<file path="config.mk">
export PLATFORM = sky130hd
export DESIGN_NAME = cmac_core
export DESIGN_NICKNAME = d
export VERILOG_FILES = /design/src/hw/cmac_pkg.sv /design/src/hw/cmac_core.sv /design/src/hw/cmac_decode.sv /design/src/hw/cmac_gpr.sv
export VERILOG_INCLUDE_DIRS = /design/src /design/src/hw
export SDC_FILE = /design/constraint.sdc
export NUM_CORES = 2
export LEC_CHECK = 0
export ABC_AREA = 1
export BUFFER_PORTS_ARGS = -buffer_cell sky130_fd_sc_hd__buf_4
export CAP_MARGIN = 20
export CELL_PAD_IN_SITES_DETAIL_PLACEMENT = 0
export CELL_PAD_IN_SITES_GLOBAL_PLACEMENT = 1
export CORE_ASPECT_RATIO = 0.7
export CORE_MARGIN = 2
export CORE_UTILIZATION = 44
export DETAILED_ROUTE_END_ITERATION = 7
export PLACE_DENSITY = 0.81
export RECOVER_POWER = 25
export SYNTH_ARGS = -nofsm -noshare
export SYNTH_HDL_FRONTEND = slang
export SYNTH_SLANG_ARGS = --single-unit
</file>
<file path="constraint.sdc">
create_clock -name clock_in -period 10.2 [get_ports clock_in]
set_clock_uncertainty 0.05 [all_clocks]
set_input_delay 1.02 -clock clock_in [delete_from_list [all_inputs] [get_ports clock_in]]
set_output_delay 1.02 -clock clock_in [all_outputs]
set_load 0.05 [all_outputs]
</file>
<file path="src/hw/cmac_defs.svh">
// Constants for the core memory access controller
//
// Notes on behaviour
// - Thirty-two general registers of 32 bits; any loads, stores or addresses.
// - Register-only operations finish in one core cycle at either rate.
// - Memory operations take one extra core cycle for the response, two for peripherals.
// - Loads and stores handle byte, halfword and word sizes.
// - A hardware multiplier is available to ordinary operations.
// - Supervisor reaches all registers; user touches general registers only.
// - Reset and interrupts always switch to supervisor level.
// - Exception entry saves PC and status to save registers in one cycle.
// - Exception entry loads the vector; handler runs the next cycle (a bus error in doubled-clock mode delays it one cycle more).
// - Software can doze the core; any interrupt wakes it.
// - Doubled-clock mode runs the core at twice the base rate.
// - ROM is 48k words of 32 bits with single-cycle access.
// - RAM is 2k, 4k, 8k or 24k words, single-cycle, code and data.
// - Software can keep the RAM supply on during sleep.
// - Fuse array: twelve words, four reserved, eight user-programmable.
// - With encryption, four user fuse words hold the 128-bit key.
// - Serial select line zero serves only the boot memory.
// - Encryption stays off after key programming until software enables it.
// - Once encrypted, programming without authentication is refused.
// - Boot load fetches the key and decrypts without user code.
// - Peripheral register accesses take three core cycles.
// - Access to an unpopulated address raises a bus error.
// - The bus error vector is 0x200.
// - Execution starts at 0x100 after reset.
`ifndef CMAC_DEFS_SVH
`define CMAC_DEFS_SVH

`define CMAC_VEC_RESET 32'h0000_0100
`define CMAC_VEC_BUSERR 32'h0000_0200
`define CMAC_VEC_IRQ 32'h0000_0500
`define CMAC_PC_STEP 32'h0000_0004

`define CMAC_REG_CTRL 8'h00
`define CMAC_REG_STATUS 8'h04
`define CMAC_REG_PC 8'h08
`define CMAC_REG_EPC 8'h0c
`define CMAC_REG_ESR 8'h10
`define CMAC_REG_SPISEL 8'h14
`define CMAC_REG_FUSE_ADDR 8'h18
`define CMAC_REG_FUSE_DATA 8'h1c
`define CMAC_REG_AUTH 8'h20

`define CMAC_CTRL_DOUBLE 0
`define CMAC_CTRL_RETAIN 1
`define CMAC_CTRL_ENC 2
`define CMAC_CTRL_BOOT 3

`define CMAC_ST_SUPER 0
`define CMAC_ST_IE 1
`define CMAC_STAT_DOZE 2
`define CMAC_STAT_ENC 3
`define CMAC_STAT_BUSERR 4
`define CMAC_STAT_PRIV 5
`define CMAC_STAT_FUSEREF 6
`define CMAC_STAT_SELREF 7

`define CMAC_SR_RESET 2'h1
`define CMAC_LAT_FAST 2'h1
`define CMAC_LAT_PERIPH 2'h2

`define CMAC_FUSE_WORDS 12
`define CMAC_FUSE_FIRST_USER 4'h4
`define CMAC_FUSE_KEY 8

`endif

</file>
<file path="src/hw/cmac_pkg.sv">
// Types shared by the core memory access controller
package cmac_pkg;
  typedef enum logic [2:0] {
    CMAC_OP_ADD, CMAC_OP_MUL, CMAC_OP_LOAD, CMAC_OP_STORE,
    CMAC_OP_MFSPR, CMAC_OP_MTSPR, CMAC_OP_DOZE, CMAC_OP_RFE
  } cmac_kind_type;
  typedef enum logic [1:0] {CMAC_SZ_BYTE, CMAC_SZ_HALF, CMAC_SZ_WORD}
    cmac_size_type;
  typedef enum logic [2:0] {
    CMAC_RG_NONE, CMAC_RG_ROM, CMAC_RG_RAM, CMAC_RG_FUSE, CMAC_RG_PERIPH
  } cmac_region_type;
  typedef enum logic [1:0] {CMAC_SPR_SR, CMAC_SPR_EPC, CMAC_SPR_ESR}
    cmac_spr_type;
  typedef struct packed {
    logic valid;
    cmac_kind_type kind;
    cmac_size_type size;
    logic use_imm;
    logic [4:0] rd;
    logic [4:0] rs1;
    logic [4:0] rs2;
    logic [15:0] imm;
    cmac_spr_type spr;
  } cmac_op_type;
  typedef struct packed {
    logic valid;
    logic write;
    cmac_region_type region;
    logic [31:0] addr;
    logic [31:0] wdata;
    logic [3:0] byte_en;
  } cmac_mem_req_type;
endpackage : cmac_pkg

</file>
<file path="src/hw/cmac_core.sv">
// Core execution and memory access controller
//
// The register addresses and the address-and-strobe port were left to the implementer.
`timescale 1ns/100ps
`include "cmac_defs.svh"
module cmac_core #(
  parameter int RAM_WORDS = 24576,
  parameter int SEL_LINES = 5
) (
  input wire logic clock_in,
  input wire logic rst_in,
  input wire cmac_pkg::cmac_op_type op_in,
  output logic op_ready_out,
  output logic core_tick_out,
  output logic [31:0] pc_out,
  output cmac_pkg::cmac_mem_req_type mem_req_out,
  input wire logic [31:0] mem_rdata_in,
  input wire logic irq_in,
  output logic supervisor_out,
  output logic dozing_out,
  output logic ram_retain_out,
  output logic boot_memory_select_line_n_out,
  output logic [SEL_LINES-2:0] periph_sel_n_out,
  output logic boot_decrypt_out,
  output logic [127:0] boot_key_out,
  input wire logic [7:0] reg_addr_in,
  input wire logic [31:0] reg_wdata_in,
  input wire logic reg_wr_in,
  input wire logic reg_rd_in,
  output logic [31:0] reg_rdata_out
);
  typedef enum logic [1:0] {CMAC_RUN, CMAC_MEM, CMAC_DOZE} cmac_state_type;
  localparam logic [31:0] RAM_BYTES = 32'(RAM_WORDS * 4);

  ////////////////////////////////////////////////////////////////////////////
  cmac_state_type state_q;
  logic ce_q, dbl_q, retain_q, enc_q, boot_q, auth_q;
  logic [1:0] sr_q, esr_q;
  logic [31:0] pc_q, epc_q;
  logic [1:0] wait_q;
  logic [7:0] stat_q;
  logic [2:0] sel_idx_q;
  logic [3:0] fuse_idx_q;
  logic [31:0] fuse_q [`CMAC_FUSE_WORDS];
  logic [4:0] ld_rd_q;
  cmac_pkg::cmac_size_type ld_size_q;
  logic [1:0] ld_lane_q;
  logic ld_q_unused;

  logic [31:0] a_val, b_val, opnd, addr, wd;
  logic we;
  logic [4:0] wa;
  cmac_pkg::cmac_region_type region;
  logic accept, irq_take, is_mem, bus_err, mem_done, spr_ok;
  logic fuse_wr, fuse_ok;
  logic [31:0] fuse_cur;

  cmac_gpr #(.NUM_REGS(32), .WIDTH(32)) u_gpr (
    .clock_in(clock_in),
    .rd_a_in(op_in.rs1),
    .rd_b_in(op_in.rs2),
    .we_in(we),
    .wa_in(wa),
    .wd_in(wd),
    .a_out(a_val),
    .b_out(b_val)
  );

  cmac_decode #(.RAM_BYTES(RAM_BYTES)) u_dec (
    .addr_in(addr),
    .region_out(region)
  );

  ////////////////////////////////////////////////////////////////////////////
  // Byte lane helpers
  function automatic logic [3:0] lanes(input cmac_pkg::cmac_size_type s,
                                       input logic [1:0] a);
    unique case (s)
      cmac_pkg::CMAC_SZ_BYTE: lanes = 4'h1 << a;
      cmac_pkg::CMAC_SZ_HALF: lanes = a[1] ? 4'hc : 4'h3;
      default: lanes = 4'hf;
    endcase
  endfunction : lanes

  function automatic logic [31:0] extract(input cmac_pkg::cmac_size_type s,
                                          input logic [1:0] a,
                                          input logic [31:0] d);
    logic [31:0] sh;
    sh = d >> {a, 3'h0};
    unique case (s)
      cmac_pkg::CMAC_SZ_BYTE: extract = {24'h0, sh[7:0]};
      cmac_pkg::CMAC_SZ_HALF: extract = {16'h0, sh[15:0]};
      default: extract = d;
    endcase
  endfunction : extract

  ////////////////////////////////////////////////////////////////////////////
  // Operation decode
  assign opnd = op_in.use_imm ? {{16{op_in.imm[15]}}, op_in.imm} : b_val;
  assign addr = a_val + {{16{op_in.imm[15]}}, op_in.imm};
  assign is_mem = op_in.kind inside {cmac_pkg::CMAC_OP_LOAD,
                                     cmac_pkg::CMAC_OP_STORE};
  assign irq_take = irq_in && sr_q[`CMAC_ST_IE] && ce_q &&
                    (state_q == CMAC_RUN);
  assign accept = op_in.valid && op_ready_out && ce_q && !irq_take;
  assign bus_err = accept && is_mem &&
                   (region == cmac_pkg::CMAC_RG_NONE);
  assign mem_done = (state_q == CMAC_MEM) && ce_q && (wait_q == 2'h1);
  assign spr_ok = sr_q[`CMAC_ST_SUPER];

  always_comb begin
    we = 1'b0;
    wa = op_in.rd;
    wd = 32'h0;
    if (mem_done && ld_q_unused) begin
      we = 1'b1;
      wa = ld_rd_q;
      wd = extract(ld_size_q, ld_lane_q, mem_rdata_in);
    end else if (accept) begin
      unique case (op_in.kind)
        cmac_pkg::CMAC_OP_ADD: begin
          we = 1'b1;
          wd = a_val + opnd;
        end
        cmac_pkg::CMAC_OP_MUL: begin
          we = 1'b1;
          wd = 32'(a_val * opnd);
        end
        cmac_pkg::CMAC_OP_MFSPR: begin
          we = 1'b1;
          if (spr_ok) begin
            unique case (op_in.spr)
              cmac_pkg::CMAC_SPR_SR: wd = {30'h0, sr_q};
              cmac_pkg::CMAC_SPR_EPC: wd = epc_q;
              default: wd = {30'h0, esr_q};
            endcase
          end
        end
        default: we = 1'b0;
      endcase
    end
  end

  ////////////////////////////////////////////////////////////////////////////
  // Core enable: every cycle when doubled, every other cycle otherwise
  always_ff @(posedge clock_in) begin
    if (rst_in) begin
      ce_q <= 1'b0;
    end else begin
      ce_q <= dbl_q ? 1'b1 : !ce_q;
    end
  end

  ////////////////////////////////////////////////////////////////////////////
  // Sequencer, PC and exception entry
  always_ff @(posedge clock_in) begin
    if (rst_in) begin
      state_q <= CMAC_RUN;
      pc_q <= `CMAC_VEC_RESET;
      sr_q <= `CMAC_SR_RESET;
      epc_q <= 32'h0;
      esr_q <= 2'h0;
      wait_q <= 2'h0;
      ld_rd_q <= 5'h0;
      ld_size_q <= cmac_pkg::CMAC_SZ_WORD;
      ld_lane_q <= 2'h0;
      ld_q_unused <= 1'b0;
    end else if (irq_take || bus_err) begin
      epc_q <= pc_q;
      esr_q <= sr_q;
      sr_q <= `CMAC_SR_RESET;
      pc_q <= bus_err ? `CMAC_VEC_BUSERR : `CMAC_VEC_IRQ;
    end else if (state_q == CMAC_DOZE) begin
      if (irq_in) begin
        state_q <= CMAC_RUN;
      end
    end else if (state_q == CMAC_MEM) begin
      if (ce_q) begin
        wait_q <= wait_q - 2'h1;
      end
      if (mem_done) begin
        state_q <= CMAC_RUN;
        pc_q <= pc_q + `CMAC_PC_STEP;
      end
    end else if (accept) begin
      unique case (op_in.kind)
        cmac_pkg::CMAC_OP_LOAD, cmac_pkg::CMAC_OP_STORE: begin
          state_q <= CMAC_MEM;
          wait_q <= (region == cmac_pkg::CMAC_RG_PERIPH) ?
                    `CMAC_LAT_PERIPH : `CMAC_LAT_FAST;
          ld_rd_q <= op_in.rd;
          ld_size_q <= op_in.size;
          ld_lane_q <= addr[1:0];
          ld_q_unused <= (op_in.kind == cmac_pkg::CMAC_OP_LOAD);
        end
        cmac_pkg::CMAC_OP_MTSPR: begin
          pc_q <= pc_q + `CMAC_PC_STEP;
          if (spr_ok) begin
            unique case (op_in.spr)
              cmac_pkg::CMAC_SPR_SR: sr_q <= a_val[1:0];
              cmac_pkg::CMAC_SPR_EPC: epc_q <= a_val;
              default: esr_q <= a_val[1:0];
            endcase
          end
        end
        cmac_pkg::CMAC_OP_DOZE: begin
          state_q <= CMAC_DOZE;
          pc_q <= pc_q + `CMAC_PC_STEP;
        end
        cmac_pkg::CMAC_OP_RFE: begin
          if (spr_ok) begin
            pc_q <= epc_q;
            sr_q <= esr_q;
          end else begin
            pc_q <= pc_q + `CMAC_PC_STEP;
          end
        end
        default: pc_q <= pc_q + `CMAC_PC_STEP;
      endcase
    end
  end

  // Memory request register; data lanes replicated for narrow stores
  always_ff @(posedge clock_in) begin
    if (rst_in) begin
      mem_req_out <= '0;
    end else begin
      mem_req_out.valid <= accept && is_mem && !bus_err;
      if (accept && is_mem) begin
        mem_req_out.write <= (op_in.kind == cmac_pkg::CMAC_OP_STORE);
        mem_req_out.region <= region;
        mem_req_out.addr <= addr;
        mem_req_out.byte_en <= lanes(op_in.size, addr[1:0]);
        unique case (op_in.size)
          cmac_pkg::CMAC_SZ_BYTE: mem_req_out.wdata <= {4{b_val[7:0]}};
          cmac_pkg::CMAC_SZ_HALF: mem_req_out.wdata <= {2{b_val[15:0]}};
          default: mem_req_out.wdata <= b_val;
        endcase
      end
    end
  end

  ////////////////////////////////////////////////////////////////////////////
  // Software registers
  assign fuse_wr = reg_wr_in && (reg_addr_in == `CMAC_REG_FUSE_DATA);
  assign fuse_ok = (fuse_idx_q >= `CMAC_FUSE_FIRST_USER) &&
                   (fuse_idx_q < 4'(`CMAC_FUSE_WORDS)) &&
                   (!enc_q || auth_q);
  // Out-of-range index reads as zero, never as an unknown
  assign fuse_cur = (fuse_idx_q < 4'(`CMAC_FUSE_WORDS)) ?
                    fuse_q[fuse_idx_q] : 32'h0;

  always_ff @(posedge clock_in) begin
    if (rst_in) begin
      dbl_q <= 1'b0;
      retain_q <= 1'b0;
      enc_q <= 1'b0;
      boot_q <= 1'b0;
      sel_idx_q <= 3'h1;
      fuse_idx_q <= 4'h0;
      auth_q <= 1'b0;
    end else if (reg_wr_in) begin
      unique case (reg_addr_in)
        `CMAC_REG_CTRL: begin
          dbl_q <= reg_wdata_in[`CMAC_CTRL_DOUBLE];
          retain_q <= reg_wdata_in[`CMAC_CTRL_RETAIN];
          enc_q <= enc_q || reg_wdata_in[`CMAC_CTRL_ENC];
          boot_q <= reg_wdata_in[`CMAC_CTRL_BOOT];
        end
        `CMAC_REG_SPISEL: begin
          if (reg_wdata_in[2:0] != 3'h0 &&
              reg_wdata_in[2:0] < 3'(SEL_LINES)) begin
            sel_idx_q <= reg_wdata_in[2:0];
          end
        end
        `CMAC_REG_FUSE_ADDR: fuse_idx_q <= reg_wdata_in[3:0];
        `CMAC_REG_FUSE_DATA: auth_q <= 1'b0;
        `CMAC_REG_AUTH: auth_q <= (reg_wdata_in == fuse_q[`CMAC_FUSE_KEY]);
        default: ;
      endcase
    end
  end

  // Fuse bits only go from 0 to 1 between resets; reset clears them all
  always_ff @(posedge clock_in) begin
    if (rst_in) begin
      for (int i = 0; i < `CMAC_FUSE_WORDS; i++) begin
        fuse_q[i] <= 32'h0;
      end
    end else if (fuse_wr && fuse_ok) begin
      fuse_q[fuse_idx_q] <= fuse_q[fuse_idx_q] | reg_wdata_in;
    end
  end

  // Sticky status flags, write one to clear, a new event wins
  always_ff @(posedge clock_in) begin
    if (rst_in) begin
      stat_q <= 8'h0;
    end else begin
      for (int b = `CMAC_STAT_BUSERR; b <= `CMAC_STAT_SELREF; b++) begin
        if (reg_wr_in && reg_addr_in == `CMAC_REG_STATUS &&
            reg_wdata_in[b]) begin
          stat_q[b] <= 1'b0;
        end
      end
      if (bus_err) begin
        stat_q[`CMAC_STAT_BUSERR] <= 1'b1;
      end
      if (accept && !spr_ok && (op_in.kind inside {cmac_pkg::CMAC_OP_MFSPR,
          cmac_pkg::CMAC_OP_MTSPR, cmac_pkg::CMAC_OP_RFE})) begin
        stat_q[`CMAC_STAT_PRIV] <= 1'b1;
      end
      if (fuse_wr && !fuse_ok) begin
        stat_q[`CMAC_STAT_FUSEREF] <= 1'b1;
      end
      if (reg_wr_in && reg_addr_in == `CMAC_REG_SPISEL &&
          reg_wdata_in[2:0] == 3'h0) begin
        stat_q[`CMAC_STAT_SELREF] <= 1'b1;
      end
    end
  end

  always_ff @(posedge clock_in) begin
    if (rst_in) begin
      reg_rdata_out <= 32'h0;
    end else if (reg_rd_in) begin
      unique case (reg_addr_in)
        `CMAC_REG_CTRL:
          reg_rdata_out <= {28'h0, boot_q, enc_q, retain_q, dbl_q};
        `CMAC_REG_STATUS:
          reg_rdata_out <= {24'h0, stat_q[7:4], enc_q,
                            state_q == CMAC_DOZE, sr_q};
        `CMAC_REG_PC: reg_rdata_out <= pc_q;
        `CMAC_REG_EPC: reg_rdata_out <= epc_q;
        `CMAC_REG_ESR: reg_rdata_out <= {30'h0, esr_q};
        `CMAC_REG_SPISEL: reg_rdata_out <= {29'h0, sel_idx_q};
        `CMAC_REG_FUSE_ADDR: reg_rdata_out <= {28'h0, fuse_idx_q};
        `CMAC_REG_FUSE_DATA: reg_rdata_out <= fuse_cur;
        default: reg_rdata_out <= 32'h0;
      endcase
    end
  end

  ////////////////////////////////////////////////////////////////////////////
  // Registered outputs
  always_ff @(posedge clock_in) begin
    if (rst_in) begin
      op_ready_out <= 1'b0;
      core_tick_out <= 1'b0;
      supervisor_out <= 1'b1;
      dozing_out <= 1'b0;
      ram_retain_out <= 1'b0;
      boot_memory_select_line_n_out <= 1'b1;
      periph_sel_n_out <= '1;
      boot_decrypt_out <= 1'b0;
      boot_key_out <= 128'h0;
    end else begin
      op_ready_out <= (state_q == CMAC_RUN) && !(accept && is_mem) ||
                      mem_done;
      core_tick_out <= dbl_q ? 1'b1 : !ce_q;
      supervisor_out <= sr_q[`CMAC_ST_SUPER];
      dozing_out <= (state_q == CMAC_DOZE);
      ram_retain_out <= retain_q;
      boot_memory_select_line_n_out <= !boot_q;
      for (int k = 0; k < SEL_LINES - 1; k++) begin
        periph_sel_n_out[k] <= !(!boot_q && sel_idx_q == 3'(k + 1));
      end
      boot_decrypt_out <= boot_q && enc_q;
      boot_key_out <= (boot_q && enc_q) ? {fuse_q[`CMAC_FUSE_KEY + 3],
        fuse_q[`CMAC_FUSE_KEY + 2], fuse_q[`CMAC_FUSE_KEY + 1],
        fuse_q[`CMAC_FUSE_KEY]} : 128'h0;
    end
  end

  assign pc_out = pc_q;

  ////////////////////////////////////////////////////////////////////////////
  a_reset_vector: assert property (@(posedge clock_in)
    rst_in |=> pc_q == `CMAC_VEC_RESET && sr_q[`CMAC_ST_SUPER])
    else $error("pc not at reset vector after reset");
  a_buserr_entry: assert property (@(posedge clock_in)
    disable iff (rst_in) bus_err |=> pc_q == `CMAC_VEC_BUSERR &&
    epc_q == $past(pc_q) && stat_q[`CMAC_STAT_BUSERR])
    else $error("bus error entry wrong");
  a_irq_entry: assert property (@(posedge clock_in)
    disable iff (rst_in) irq_take |=> sr_q == `CMAC_SR_RESET &&
    esr_q == $past(sr_q) && pc_q == `CMAC_VEC_IRQ)
    else $error("interrupt entry wrong");
  a_fast_mem: assert property (@(posedge clock_in)
    disable iff (rst_in) (accept && is_mem && !bus_err && dbl_q &&
    region != cmac_pkg::CMAC_RG_PERIPH && !reg_wr_in) |=>
    state_q == CMAC_MEM ##1 state_q == CMAC_RUN)
    else $error("fast access not two cycles");
  a_periph_mem: assert property (@(posedge clock_in)
    disable iff (rst_in) (accept && region == cmac_pkg::CMAC_RG_PERIPH &&
    is_mem && dbl_q && !reg_wr_in) |=>
    state_q == CMAC_MEM [*2] ##1 state_q == CMAC_RUN)
    else $error("peripheral access not three cycles");
  a_user_spr: assert property (@(posedge clock_in)
    disable iff (rst_in) (accept && !spr_ok && !irq_take &&
    op_in.kind == cmac_pkg::CMAC_OP_MTSPR) |=> $stable(sr_q) &&
    $stable(epc_q)) else $error("user wrote special register");
  a_doze_wake: assert property (@(posedge clock_in)
    disable iff (rst_in) (state_q == CMAC_DOZE && irq_in) |=>
    state_q == CMAC_RUN ##1 !dozing_out) else $error("doze not woken");
  a_fuse_lock: assert property (@(posedge clock_in)
    disable iff (rst_in) (fuse_wr && enc_q && !auth_q) |=> $stable(fuse_cur))
    else $error("locked fuse programmed");
  a_enc_off: assert property (@(posedge clock_in)
    disable iff (rst_in) !enc_q |=> !boot_decrypt_out &&
    boot_key_out == 128'h0) else $error("decrypt without enable");
  a_sel_zero: assert property (@(posedge clock_in)
    disable iff (rst_in) !boot_q |=> boot_memory_select_line_n_out)
    else $error("line zero selected outside boot");
endmodule : cmac_core

</file>
<file path="src/hw/cmac_decode.sv">
// Address decoder for the linear address space
`timescale 1ns/100ps
module cmac_decode #(
  parameter logic [31:0] ROM_BASE = 32'h0000_0000,
  parameter logic [31:0] ROM_BYTES = 32'h0003_0000,
  parameter logic [31:0] RAM_BASE = 32'h0400_0000,
  parameter logic [31:0] RAM_BYTES = 32'h0001_8000,
  parameter logic [31:0] FUSE_BASE = 32'h0200_0000,
  parameter logic [31:0] FUSE_BYTES = 32'h0000_0030,
  parameter logic [31:0] PERIPH_BASE = 32'h1000_0000,
  parameter logic [31:0] PERIPH_BYTES = 32'h0010_0000
) (
  input wire logic [31:0] addr_in,
  output cmac_pkg::cmac_region_type region_out
);
  function automatic logic hit(input logic [31:0] a, input logic [31:0] b,
                               input logic [31:0] n);
    hit = (a >= b) && ((a - b) < n);
  endfunction : hit

  always_comb begin
    region_out = cmac_pkg::CMAC_RG_NONE;
    if (hit(addr_in, ROM_BASE, ROM_BYTES)) begin
      region_out = cmac_pkg::CMAC_RG_ROM;
    end else if (hit(addr_in, RAM_BASE, RAM_BYTES)) begin
      region_out = cmac_pkg::CMAC_RG_RAM;
    end else if (hit(addr_in, FUSE_BASE, FUSE_BYTES)) begin
      region_out = cmac_pkg::CMAC_RG_FUSE;
    end else if (hit(addr_in, PERIPH_BASE, PERIPH_BYTES)) begin
      region_out = cmac_pkg::CMAC_RG_PERIPH;
    end
  end
endmodule : cmac_decode

</file>
<file path="src/hw/cmac_gpr.sv">
// General register file, two read ports and one write port
`timescale 1ns/100ps
module cmac_gpr #(
  parameter int NUM_REGS = 32,
  parameter int WIDTH = 32
) (
  input wire logic clock_in,
  input wire logic [$clog2(NUM_REGS)-1:0] rd_a_in,
  input wire logic [$clog2(NUM_REGS)-1:0] rd_b_in,
  input wire logic we_in,
  input wire logic [$clog2(NUM_REGS)-1:0] wa_in,
  input wire logic [WIDTH-1:0] wd_in,
  output logic [WIDTH-1:0] a_out,
  output logic [WIDTH-1:0] b_out
);
  logic [WIDTH-1:0] regs_q [NUM_REGS];

  always_ff @(posedge clock_in) begin
    if (we_in) begin
      regs_q[wa_in] <= wd_in;
    end
  end

  assign a_out = regs_q[rd_a_in];
  assign b_out = regs_q[rd_b_in];
endmodule : cmac_gpr

</file>
==> out/results.txt <==
status: finished with violations
failing checks: design-rule violations, max-capacitance violations, max-slew violations
global placement routability congestion: 1.04
port bufs: 392
routed wire length: 476000 um
worst endpoint required time: 10.72 ns
Peak VDD IR: 2180 uV
RSZ-0062 raised after global routing: no
Avg Cell Area, Syn: 8.54 um2
CTS Buffer Depth: 4
CTS tree: done
switching part of the total: 42.8%
Die Height: 423 um
Post-synth top flop: edfxtp_1
Net Count, Synth: 13600
Via Count: 99300
Post-Syn Area: 110000 um2
largest net degree at the start of global routing: 114
clock buffer count from CTS: 192
core footprint: 249000 um2
GRT overflow: 0
Worst Max-Slew Pin Slew: 4.04 ns
clk_lat worst skew: 0.91 ns
Final Critical Period: 9.79 ns
f_max: 102 MHz
synth unique cells: 68
detail-routed net length per standard cell: 28.3 um
DRC Markers: 2
cell count after synthesis: 12900
DRT iter0 DRCs: 15400
first-pass GRT wire length: 672000 um
Setup TNS: 0 ns
hpwl dp: 331000 um
Hold WC Path Type: in2reg
# rows: 153
post-CTS resize count: 0
GR peak layer: met2
Switch Pwr: 0.0174 W
Worst slew margin: -169%
Top cell by count, worst path: nand2_1
Fillers: 23300
fin util: 50.5%
# nets final: 14100
crit share post-route: 96.0%
Worst setup EP type: flop
number of flops mapped to enable cells by yosys: 1536
Seq cells post-synth: 1882
die area: 254000 um2
Slew Limit Fails: 941
LEAKAGE: 54.6 nW
share of flip-flops with an asynchronous set or reset: 0%
most frequent cells in the layout: nand2_1, nand3_1, edfxtp_1
Max-Cap Viols: 24
setup bufs post-CTS: 0
Setup crit start kind: primary input
Cell Pwr Density: 324 nW/um2
Area Growth Syn to Fin: 14.0%
part of the Yosys area used for sequential elements: 48.2%
clock slew at reported path FFs: 0.07 ns
number of global-route vias before repair: 92400
GRT Total Usage: 36.6%
TritonRoute pass-1 iters: 8
CTS sink count: 1882
Sequential Power Share: 20.7%
Via density: 5.90
CP max-delay cell: fa_1
combinational power share: 61.5%
Boundary Pins: 393
Root Driver: clkbuf_16
yosys warns: 0
Int Power: 0.0233 W
antenna-violating nets left: 0
CP Max Fanout: 45
met3 Usage GRT: 11.0%
H-Tree Level Count: 4
final hold viol count: 0
CP Data Arrival Time: 10.31 ns
commonest non-fill, non-tap cell in the layout: nand2_1
ratio of cells with drive above 1 in the final layout: 8.92%
met2 usage: 51.6%
chip width: 602 um
Sequential Area: 53100 um2
starting density of the core: 44.3%
multi-input logic area: 48300 um2
initial antenna violation count: 29
critical path class: in2reg
Clock Power Share: 17.8%
Reg2Reg Setup Slack: 0.84 ns
Hold Buf Count CTS: 0
final setup vio count: 0
Largest stage delay, worst path: 0.57 ns
global routing met1 resource utilization: 51.4%
cell type report:
type / count / area share [%]
multi-input combinational: 8764 / 38.5
inverter: 1475 / 4.46
clock inverter: 93 / 0.695
timing repair buffer: 1027 / 6.42
tap: 3332 / 3.32
sequential: 1882 / 42.3
antenna: 17 / 0.0339
clock buffer: 251 / 4.27
state kept, by name, summed over array words and instances (netlist names), 3 cells and up, named ones only:
name and flops:
epc_q 32, ld_rd_q 5, u_gpr.regs_q 1024, reg_rdata_out 32
boot_key_out 128, pc_out 32, periph_sel_n_out 4, sel_idx_q 3
mem_req_out 73, stat_q 4, fuse_q 512, fuse_idx_q 4
power by group through the flow:
stage	Combinational (W)	Sequential [W]	Clock, W
2_1_floorplan	0.0141	0.00859	0
3_3_place_gp	0.0246	0.00857	0
3_5_place_dp	0.0245	0.00857	0
4_1_cts	0.0247	0.00841	0.00729
5_1_grt	0.0276	0.00841	0.00757
6_report	0.0250	0.00841	0.00726
worst max-delay path: cells and delay by family:
family,cells,cell delay (ns)
simple gates,16,1.67
fa+ha+maj,9,4.44
buf+inv,11,1.84
compound gates,4,1.15
routing by layer:
layer  routed length (um)  vias up  part of all wire, %
met4                26100       24                  5.5
met1               189000    48000                   40
met2               193000     6917                   41
met3                67000     1108                   14
met5                  170        -                0.036
li1                     -    43300                    -
per-stage QoR:
step / area (um2) / setup WS [ns] / cells / total power (W) / hold slack (ns)
finish: 125000 / 0.412 / 16800 / 0.0407 / 0.303
global route: 125000 / 0.207 / 16800 / 0.0436 / 0.270
floorplan: 110000 / 0.413 / 12900 / 0.0227 / 0.347
detailed placement: 120000 / -0.294 / 16500 / 0.0331 / 0.400
global placement: 120000 / -0.175 / 16500 / 0.0332 / 0.389
CTS: 127000 / 0.603 / 16800 / 0.0404 / 0.243
path summary, 6_finish.rpt:
path | depth (start not counted) | start | end
worst max-delay path | 40 | op_in[18] | u_gpr.regs_q[26][28]
worst min-delay path | 3 | op_in[30] | ld_rd_q[2]
worst max register to register | 40 | u_gpr.regs_q[24][10] | u_gpr.regs_q[26][28]
worst min register to register | 1 | sel_idx_q[0] | periph_sel_n_out[2]
kinds of logic after synthesis:
family	count (synthesis)	share of synthesized area, %
buffers and inverters	2248	8.45
muxes	97	0.883
adders and majority gates	606	9.68
AOI/OAI and AO/OA	1451	7.49
and+or+nand+nor	6514	24.5
xor gates and xnor gates	96	0.784
DFF	1882	48.2
Yosys cell counts, drive strengths merged (19+ instances only):
cell | n | area share (%)
inv | 1458 | 5.0
o211ai | 119 | 0.81
a21oi | 521 | 2.4
o221ai | 75 | 0.60
nand3 | 1654 | 7.5
edfxtp | 1536 | 42
xnor2 | 40 | 0.33
mux2i | 96 | 0.87
nand3b | 19 | 0.13
o31ai | 25 | 0.17
fa | 410 | 7.5
nand4 | 38 | 0.22
clkbuf | 297 | 1.0
nor2 | 829 | 2.8
ha | 196 | 2.2
o21ai | 566 | 2.6
nor3 | 39 | 0.19
o22ai | 42 | 0.24
or2 | 49 | 0.28
buf | 476 | 2.4
xor2 | 56 | 0.45
dfxtp | 346 | 6.3
nand2 | 3865 | 13
(Power assumes the default switching activity.)
